<file path="src/include/clpc_pkg.sv">
// Constants, types and register map of the clock and low-power controller.
// Assumes a single 50 MHz clock and a plain strobe register port.
package clpc_pkg;
    localparam int ADDR_W = 4;
    localparam logic [3:0] ADDR_CLOCK_CTRL = 4'h0;
    localparam logic [3:0] ADDR_CLOCK_STATUS = 4'h1;
    localparam logic [3:0] ADDR_POWER_CTRL = 4'h2;
    localparam logic [3:0] ADDR_IRQ_STATUS = 4'h3;
    localparam logic [3:0] ADDR_IRQ_MASK = 4'h4;
    // Clock control fields.
    localparam int SEL_LSB = 0;
    localparam int MUL_SRC_POS = 2;
    localparam int EXT_ON_POS = 3;
    localparam int MUL_ON_POS = 4;
    localparam int SAFE_EN_POS = 5;
    localparam int MON_EN_POS = 6;
    // Power control fields.
    localparam int DEEP_EN_POS = 0;
    localparam int VMON_EN_POS = 1;
    localparam int VMON_FALL_POS = 2;
    localparam int VMON_RISE_POS = 3;
    // Interrupt status fields.
    localparam int IRQ_EXT_FAIL = 0;
    localparam int IRQ_SYS_FAIL = 1;
    localparam int IRQ_VMON = 2;
    localparam int IRQ_W = 3;
    localparam logic [7:0] CLOCK_CTRL_RESET = 8'h00;
    localparam logic [3:0] POWER_CTRL_RESET = 4'h0;
    localparam logic [2:0] IRQ_MASK_RESET = 3'h0;
    // Clock figures.
    localparam int CLOCK_HZ = 50000000;
    localparam int RC_FAST_MHZ = 24;
    localparam int MUL_FACTOR = 2;
    // Settling time of a source before a switch completes.
    localparam int SETTLE_NS = 2000;
    localparam int SETTLE_CYCLES = (SETTLE_NS * (CLOCK_HZ / 1000000) + 999)
        / 1000;
    typedef enum logic [1:0] {
        CLPC_SRC_RC = 2'b00,
        CLPC_SRC_EXT = 2'b01,
        CLPC_SRC_MUL = 2'b10
    } clpc_src_t;
    typedef enum logic [1:0] {
        CLPC_RUN = 2'b00,
        CLPC_SLEEP = 2'b01,
        CLPC_STANDBY = 2'b10
    } clpc_pwr_t;
endpackage

</file>
<file path="src/clpc_top.sv">
// Clock selection, clock supervision and low-power sequencing controller.
// Assumes oscillator ready and failure detectors are synchronous levels.
//
// Functional notes
// - Reset runs core from fast RC.
// - Software selects external or multiplied clock.
// - Multiplied clock doubles its chosen source.
// - Safe mode falls back to RC.
// - Wake from stopped clocks selects RC.
// - Clock failure event raises interrupt.
// - Monitor failure brakes timer, sets flag.
// - Enabled monitor interrupt is taken.
// - Sleep gates only the core clock.
// - Any interrupt or event ends sleep.
// - Standby stops fast oscillators, keeps state.
// - Regulator low-power in standby, else on.
// - Standby wake continues on fast RC.
// - Event lines, reset pin, watchdog end standby.
// - Held in reset while supply low.
// - Voltage monitor off until enabled; edge interrupts.
`timescale 1ns/1ns
module clpc_top #(
    parameter int EVENT_LINES = 31,
    parameter int SETTLE = clpc_pkg::SETTLE_CYCLES
) (
    input wire logic clock,
    input wire logic rst_n,
    input wire logic clock_en,
    input wire logic [clpc_pkg::ADDR_W-1:0] reg_addr,
    input wire logic [31:0] reg_wdata,
    input wire logic reg_write,
    input wire logic reg_read,
    output logic [31:0] reg_rdata,
    input wire logic power_on_down_reset_n,
    input wire logic reset_pin_n,
    input wire logic independent_watchdog_reset,
    input wire logic [EVENT_LINES-1:0] external_event_lines,
    input wire logic any_interrupt,
    input wire logic wake_event,
    input wire logic deep_sleep_indication,
    input wire logic wait_request,
    input wire logic internal_fast_rc_ready,
    input wire logic external_oscillator_ready,
    input wire logic multiplier_ready,
    input wire logic external_oscillator_fail,
    input wire logic system_clock_fail,
    input wire logic supply_below_threshold,
    output logic internal_fast_rc_on,
    output logic external_oscillator_on,
    output logic multiplier_on,
    output logic multiplier_from_ext,
    output logic [1:0] system_clock_sel,
    output logic core_clock_en,
    output logic peripheral_clock_en,
    output logic regulator_low_power,
    output logic advanced_timer_brake,
    output logic system_reset_n,
    output logic irq
);
    typedef struct packed {
        // Software-visible registers.
        logic [7:0] clk_ctrl;
        logic [3:0] pwr_ctrl;
        logic [2:0] irq_stat;
        logic [2:0] irq_mask;
        // Sequencer state.
        clpc_pkg::clpc_src_t cur_src;
        clpc_pkg::clpc_pwr_t pwr;
        logic [15:0] settle;
        logic vmon_prev;
        logic [31:0] rdata;
        // Registered outputs.
        logic rc_on;
        logic ext_on;
        logic mul_on;
        logic brake;
        logic irq;
        logic core_en;
        logic periph_en;
        logic reg_lp;
    } clpc_state_t;

    // Unmapped indices read as zero so software can probe the map safely.
    function automatic logic [31:0] read_word(
        input logic [clpc_pkg::ADDR_W-1:0] a,
        input clpc_state_t s
    );
        logic [31:0] w;
        w = 32'h0000_0000;
        case (a)
            clpc_pkg::ADDR_CLOCK_CTRL: begin
                w = {24'h0, s.clk_ctrl};
            end
            clpc_pkg::ADDR_CLOCK_STATUS: begin
                w = {24'h0, s.mul_on, s.ext_on, s.rc_on,
                    s.brake, s.pwr, s.cur_src};
            end
            clpc_pkg::ADDR_POWER_CTRL: begin
                w = {28'h0, s.pwr_ctrl};
            end
            clpc_pkg::ADDR_IRQ_STATUS: begin
                w = {29'h0, s.irq_stat};
            end
            clpc_pkg::ADDR_IRQ_MASK: begin
                w = {29'h0, s.irq_mask};
            end
            default: begin
                w = 32'h0000_0000;
            end
        endcase
        return w;
    endfunction

    // Code 3 is reserved and falls back to the RC oscillator.
    function automatic clpc_pkg::clpc_src_t decode_sel(input logic [1:0] c);
        clpc_pkg::clpc_src_t r;
        case (c)
            2'b01: begin
                r = clpc_pkg::CLPC_SRC_EXT;
            end
            2'b10: begin
                r = clpc_pkg::CLPC_SRC_MUL;
            end
            default: begin
                r = clpc_pkg::CLPC_SRC_RC;
            end
        endcase
        return r;
    endfunction

    // Dropping the requests keeps the switch logic from re-arming them.
    function automatic logic [7:0] drop_requests(input logic [7:0] c);
        logic [7:0] r;
        r = c;
        r[1:0] = 2'b00;
        r[clpc_pkg::EXT_ON_POS] = 1'b0;
        r[clpc_pkg::MUL_ON_POS] = 1'b0;
        return r;
    endfunction

    clpc_state_t st;
    clpc_state_t next_st;
    logic sys_rst_n;
    // The release is synchronised; assertion stays asynchronous.
    logic [1:0] rst_sync;

    // A source counts as running only once its ready level is high.
    function automatic logic src_ready(input clpc_pkg::clpc_src_t s,
                                       input logic rc, input logic ex,
                                       input logic mu);
        case (s)
            clpc_pkg::CLPC_SRC_EXT: src_ready = ex;
            clpc_pkg::CLPC_SRC_MUL: src_ready = mu;
            default: src_ready = rc;
        endcase
    endfunction

    // Supply and pin resets are combined before the release synchroniser.
    logic raw_rst_n;
    assign raw_rst_n = rst_n & power_on_down_reset_n & reset_pin_n
        & ~independent_watchdog_reset;
    assign sys_rst_n = rst_sync[1];

    always_ff @(posedge clock or negedge raw_rst_n) begin
        if (!raw_rst_n) begin
            rst_sync <= 2'b00;
        end else begin
            rst_sync <= {rst_sync[0], 1'b1};
        end
    end

    always_comb begin
        logic [2:0] events;
        logic [2:0] wclr;
        logic on_ext;
        clpc_pkg::clpc_src_t want;
        events = 3'h0;
        wclr = 3'h0;
        on_ext = 1'b0;
        want = clpc_pkg::CLPC_SRC_RC;
        next_st = st;
        next_st.rdata = 32'h0000_0000;

        if (reg_write) begin
            case (reg_addr)
                clpc_pkg::ADDR_CLOCK_CTRL: begin
                    next_st.clk_ctrl = reg_wdata[7:0];
                end
                clpc_pkg::ADDR_POWER_CTRL: begin
                    next_st.pwr_ctrl = reg_wdata[3:0];
                end
                clpc_pkg::ADDR_IRQ_STATUS: begin
                    wclr = reg_wdata[2:0];
                end
                clpc_pkg::ADDR_IRQ_MASK: begin
                    next_st.irq_mask = reg_wdata[2:0];
                end
                default: begin
                end
            endcase
        end
        if (reg_read) begin
            next_st.rdata = read_word(reg_addr, st);
        end

        // The multiplier doubles either RC or external, per this bit.
        on_ext = (st.cur_src == clpc_pkg::CLPC_SRC_EXT)
            || (st.cur_src == clpc_pkg::CLPC_SRC_MUL
                && st.clk_ctrl[clpc_pkg::MUL_SRC_POS]);

        if (next_st.clk_ctrl[clpc_pkg::SAFE_EN_POS] && on_ext
                && external_oscillator_fail) begin
            // Fallback also drops the request so it cannot re-arm.
            next_st.clk_ctrl = drop_requests(next_st.clk_ctrl);
            next_st.cur_src = clpc_pkg::CLPC_SRC_RC;
            events[clpc_pkg::IRQ_EXT_FAIL] = 1'b1;
        end

        if (st.clk_ctrl[clpc_pkg::MON_EN_POS] && system_clock_fail) begin
            events[clpc_pkg::IRQ_SYS_FAIL] = 1'b1;
        end
        next_st.brake = st.clk_ctrl[clpc_pkg::MON_EN_POS]
            && system_clock_fail;

        next_st.vmon_prev = supply_below_threshold;
        if (st.pwr_ctrl[clpc_pkg::VMON_EN_POS]) begin
            if ((supply_below_threshold && !st.vmon_prev
                    && st.pwr_ctrl[clpc_pkg::VMON_FALL_POS])
                    || (!supply_below_threshold && st.vmon_prev
                    && st.pwr_ctrl[clpc_pkg::VMON_RISE_POS])) begin
                events[clpc_pkg::IRQ_VMON] = 1'b1;
            end
        end

        // A set arriving with its clear keeps the flag.
        next_st.irq_stat = (st.irq_stat & ~wclr) | events;

        // Standby wins when both low-power requests come together.
        case (st.pwr)
            clpc_pkg::CLPC_RUN: begin
                if (deep_sleep_indication
                        && st.pwr_ctrl[clpc_pkg::DEEP_EN_POS]) begin
                    next_st.pwr = clpc_pkg::CLPC_STANDBY;
                end else if (wait_request) begin
                    next_st.pwr = clpc_pkg::CLPC_SLEEP;
                end
            end
            clpc_pkg::CLPC_SLEEP: begin
                if (any_interrupt || wake_event || |st.irq) begin
                    next_st.pwr = clpc_pkg::CLPC_RUN;
                end
            end
            clpc_pkg::CLPC_STANDBY: begin
                if (|external_event_lines) begin
                    // Resets leave standby through the reset path.
                    next_st.pwr = clpc_pkg::CLPC_RUN;
                    next_st.clk_ctrl = drop_requests(next_st.clk_ctrl);
                    next_st.cur_src = clpc_pkg::CLPC_SRC_RC;
                end
            end
            default: next_st.pwr = clpc_pkg::CLPC_RUN;
        endcase

        // Oscillators stop in standby; configuration is retained.
        next_st.rc_on = (next_st.pwr != clpc_pkg::CLPC_STANDBY);
        next_st.ext_on = next_st.rc_on
            && next_st.clk_ctrl[clpc_pkg::EXT_ON_POS];
        next_st.mul_on = next_st.rc_on
            && next_st.clk_ctrl[clpc_pkg::MUL_ON_POS];
        // Enables are registered so the clock gates see no decode glitch.
        next_st.core_en = (next_st.pwr == clpc_pkg::CLPC_RUN);
        next_st.periph_en = (next_st.pwr != clpc_pkg::CLPC_STANDBY);
        next_st.reg_lp = (next_st.pwr == clpc_pkg::CLPC_STANDBY);

        // Switch only after the target has been ready for the settle time.
        // The settle count restarts whenever the target drops its ready.
        want = decode_sel(next_st.clk_ctrl[1:0]);
        if (want == next_st.cur_src || !src_ready(want,
                internal_fast_rc_ready, external_oscillator_ready,
                multiplier_ready)) begin
            next_st.settle = 16'h0000;
        end else if (st.settle >= 16'(SETTLE - 1)) begin
            next_st.cur_src = want;
            next_st.settle = 16'h0000;
        end else begin
            next_st.settle = st.settle + 16'h0001;
        end

        // A mask change shows on the output one cycle after its write.
        next_st.irq = |(next_st.irq_stat & st.irq_mask);
    end

    always_ff @(posedge clock or negedge sys_rst_n) begin
        if (!sys_rst_n) begin
            st.clk_ctrl <= clpc_pkg::CLOCK_CTRL_RESET;
            st.pwr_ctrl <= clpc_pkg::POWER_CTRL_RESET;
            st.irq_stat <= 3'h0;
            st.irq_mask <= clpc_pkg::IRQ_MASK_RESET;
            st.cur_src <= clpc_pkg::CLPC_SRC_RC;
            st.pwr <= clpc_pkg::CLPC_RUN;
            st.settle <= 16'h0000;
            st.vmon_prev <= 1'b0;
            st.rdata <= 32'h0000_0000;
            st.rc_on <= 1'b1;
            st.ext_on <= 1'b0;
            st.mul_on <= 1'b0;
            st.brake <= 1'b0;
            st.irq <= 1'b0;
            st.core_en <= 1'b1;
            st.periph_en <= 1'b1;
            st.reg_lp <= 1'b0;
        end else if (clock_en) begin
            // Clock enable low holds every flop but the reset release.
            st.clk_ctrl <= next_st.clk_ctrl;
            st.pwr_ctrl <= next_st.pwr_ctrl;
            st.irq_stat <= next_st.irq_stat;
            st.irq_mask <= next_st.irq_mask;
            st.cur_src <= next_st.cur_src;
            st.pwr <= next_st.pwr;
            st.settle <= next_st.settle;
            st.vmon_prev <= next_st.vmon_prev;
            st.rdata <= next_st.rdata;
            st.rc_on <= next_st.rc_on;
            st.ext_on <= next_st.ext_on;
            st.mul_on <= next_st.mul_on;
            st.brake <= next_st.brake;
            st.irq <= next_st.irq;
            st.core_en <= next_st.core_en;
            st.periph_en <= next_st.periph_en;
            st.reg_lp <= next_st.reg_lp;
        end
    end

    assign reg_rdata = st.rdata;
    assign internal_fast_rc_on = st.rc_on;
    assign external_oscillator_on = st.ext_on;
    assign multiplier_on = st.mul_on;
    assign multiplier_from_ext = st.clk_ctrl[clpc_pkg::MUL_SRC_POS];
    assign system_clock_sel = st.cur_src;
    // Every output below is a plain flop or a flop bit.
    assign core_clock_en = st.core_en;
    assign peripheral_clock_en = st.periph_en;
    assign regulator_low_power = st.reg_lp;
    assign advanced_timer_brake = st.brake;
    assign system_reset_n = sys_rst_n;
    assign irq = st.irq;
endmodule

</file>
<file path="config.mk">
export PLATFORM = sky130hd
export DESIGN_NAME = clpc_top
export DESIGN_NICKNAME = d
export VERILOG_FILES = /design/src/include/clpc_pkg.sv /design/src/clpc_top.sv
export SDC_FILE = /design/constraint.sdc
export NUM_CORES = 1
export LEC_CHECK = 0
export ABC_AREA = 1
export BUFFER_PORTS_ARGS = -buffer_cell sky130_fd_sc_hd__buf_2
export CORE_ASPECT_RATIO = 0.9
export CORE_UTILIZATION = 53
export CTS_CLUSTER_SIZE = 8
export DETAILED_ROUTE_END_ITERATION = 6
export PLACE_DENSITY = 0.86
export SLEW_MARGIN = 5
export SYNTH_ARGS = -nofsm -noshare
export SYNTH_HDL_FRONTEND = slang
export SYNTH_SLANG_ARGS = --single-unit
export TNS_END_PERCENT = 20
</file>
<file path="constraint.sdc">
create_clock -name clock -period 4.38 [get_ports clock]
set_clock_uncertainty 0.1 [all_clocks]
set_input_delay 0.438 -clock clock [delete_from_list [all_inputs] [get_ports clock]]
set_output_delay 0.438 -clock clock [all_outputs]
set_load 0.05 [all_outputs]
</file>
==> summary.txt <==
CTS buffer count -> 5
Post-synth EDFFs -> 0
mapped cell area -> 0.00326 mm²
PD cells -> 318 mW/mm²
GRT overflow -> 0
TritonCTS clock tree -> yes
Max FO, Critical Path -> 7
Starting DRT DRC Count -> 201
die width -> 84.6 µm
Critical Path RT -> 4.48 ns
slowest cell on the critical path -> dfrtp_1
RSZ-0062 raised after global routing -> no
Synth Flop Type -> dfrtp_1
vias per cell -> 5.05
Yosys Warn Count -> 0
DRC -> 12
CTS Buffer Depth -> 2
Worst Path Arrival -> 2.77 ns
Post-DP Area -> 0.00355 mm²
Placed Instances -> 550
hold crit path type -> flop to flop
Largest delay share family, worst path -> simple AND/OR/NAND/NOR gates
dpl hpwl -> 5340 µm
Leakage -> 1.93 nW
Routed Antenna Nets -> 0
vias in the first global route -> 2668
outcome -> finished with violations
CP bufs+invs -> 3
# IOs -> 129
Die Ht -> 76.4 µm
Synth Register Bits -> 56
Clk pin slew, worst setup/hold paths -> 0.11 ns
Mapped Cells -> 417
final instance area -> 0.00366 mm²
die area -> 0.00646 mm²
Initial Utilization -> 0.562
Pwr Total -> 0.00116 W
WL/cell -> 12.8 µm
commonest cells after routing, fill and taps aside -> nand2_1, buf_2, inv_1
cts hold-fix bufs -> 2
commonest non-fill, non-tap cell in the layout -> nand2_1
maxcap violations -> 0
CTS root buffer -> clkbuf_8
H-tree depth -> 2
Max VDD drop -> 0.214 mV
post-synthesis sequential area ratio -> 0.431
routability congestion estimate from global placement -> 0.932
global-route wire length before repair -> 12000 µm
Slew Limit Fails -> 0
Crit Path Class -> flop to flop
post-CTS setup buffer count -> 0
Ant. Diodes -> 0
layout cell share with drive strength beyond 1 -> 0.233
Util after Layout -> 0.633
Worst slew margin -> 0.538
endpoint class of the critical path -> flop
Max Freq -> 374 MHz
area delta synth->final -> 12.6%
Clock Latency Late Sink -> 0.32 ns
post-synth cell types -> 37
DRT Pass-1 Iters -> 7
post-route setup TNS -> 0 ns
clock sink count -> 56
post-CTS resize count -> 0
WL final -> 7170 µm
crit path time final -> 2.67 ns
FP Rows -> 26
core box area -> 0.00579 mm²
Layout Nets -> 579
pin count of the biggest net entering global routing -> 56
CP max stage delay -> 0.47 ns
Final Setup Violations -> 0
# port buffers -> 80
Avg Synthesized Cell Area -> 7.81 µm²
worst-margin pin slew -> 0.692 ns
ys async rst share -> 1.00
vias -> 2830
period utilisation layout -> 0.610
cell chain of the critical path -> inv_1 > a21oi_1 > nor2_1 > nand3_4 > nand2_1 > nor2_1 > inv_1 > ha_1 > a22o_1 > mux2_2 > nand2_4 > inv_6 > nand3_1 > nand2_1
Fillers -> 526
Total GRT Usage -> 0.234
Final Hold Viols -> 0
failing checks -> design-rule violations
final std cells w/o fill -> 560
Startpoint Class -> flop
initial antenna violation count -> 0
[metal layers]
| metal | global-route usage | up-vias | share of wire |
|---|---|---|---|
| met5 | 0 | - | 0 |
| met4 | 0.0797 | 0 | 0.016 |
| met2 | 0.386 | 110 | 0.47 |
| met3 | 0.0390 | 9 | 0.068 |
| li1 | - | 1414 | - |
| met1 | 0.314 | 1297 | 0.45 |
[report_power, final]
group	internal, W	total [W]	switching [W]
Combinational	0.0000759	0.000277	0.000201
Clock	0.000117	0.000299	0.000182
Sequential	0.000559	0.000589	0.0000303
Total	0.000751	0.00116	0.000413
[metrics by stage]
step           hold WS [ns]  setup slack, ns
6_report              0.260             1.71
5_1_grt               0.266             1.48
4_1_cts               0.263             1.72
3_5_place_dp          0.241             1.40
3_3_place_gp          0.238             1.49
2_1_floorplan         0.135             1.87
[layout make-up]
| class | instances | area [µm²] | share of cell area |
|---|---|---|---|
| repair buffers | 84 | 435 | 0.119 |
| clock buffers | 5 | 68.8 | 0.0188 |
| clock inverters | 3 | 26.3 | 0.00717 |
| well taps | 70 | 87.6 | 0.0239 |
| inverters | 57 | 221 | 0.0604 |
| flip-flops and latches | 56 | 1410 | 0.383 |
| multi-input cells | 285 | 1420 | 0.388 |
[state kept, by name, summed over array words and instances, names as in the netlist]
signal	flops
st	36
reg_rdata	8
rst_sync	2
system_clock_sel	2
advanced_timer_brake	1
core_clock_en	1
external_oscillator_on	1
irq	1
multiplier_from_ext	1
multiplier_on	1
peripheral_clock_en	1
regulator_low_power	1
[synth_stat cells (2+ instances only)]
| master | number | area, µm² |
|---|---|---|
| nand2_1 | 88 | 330 |
| inv_1 | 55 | 206 |
| dfrtp_1 | 54 | 1350 |
| nor2_1 | 49 | 184 |
| o21ai_0 | 38 | 190 |
| buf_4 | 37 | 278 |
| nand3_1 | 19 | 95.1 |
| a21oi_1 | 14 | 70.1 |
| nor3_1 | 7 | 35.0 |
| o22ai_1 | 6 | 37.5 |
| ha_1 | 5 | 62.6 |
| nand3_2 | 5 | 50.1 |
| clkbuf_1 | 4 | 15.0 |
| nand2_4 | 3 | 33.8 |
| nand4_1 | 3 | 18.8 |
| o21ai_2 | 3 | 26.3 |
| a211oi_1 | 2 | 15.0 |
| a22o_1 | 2 | 17.5 |
| conb_1 | 2 | 7.51 |
| dfstp_2 | 2 | 52.6 |
| nand2_2 | 2 | 12.5 |
| xor2_1 | 2 | 17.5 |
[worst paths after layout]
| check | from | end | slack [ns] | cells after the start |
|---|---|---|---|---|
| min reg2reg | rst_sync[0]$_DFF_PN0_ | rst_sync[1]$_DFF_PN0_ | 0.26 | 0 |
| max in group asynchronous | independent_watchdog_reset | rst_sync[1]$_DFF_PN0_ | 3.04 | 4 |
| min in group asynchronous | rst_sync[1]$_DFF_PN0_ | st[45]$_DFFE_PN0P_ | 0.30 | 1 |
| min | rst_sync[0]$_DFF_PN0_ | rst_sync[1]$_DFF_PN0_ | 0.26 | 0 |
| max reg2reg | system_clock_sel[1]$_DFFE_PN0P_ | st[42]$_DFFE_PN0P_ | 1.71 | 14 |
| max | system_clock_sel[1]$_DFFE_PN0P_ | st[42]$_DFFE_PN0P_ | 1.71 | 14 |
[logic make-up after synthesis]
kind of cell,Yosys count,share of synthesized area
muxes,1,0.00346
other,2,0.00231
adders and majority gates,5,0.0192
AOI/OAI and AO/OA,72,0.129
buffers and inverters,99,0.159
and+or+nand+nor,180,0.250
DFF,56,0.431
xor gates and xnor gates,2,0.00538
Power figures use the tool's default switching activity.
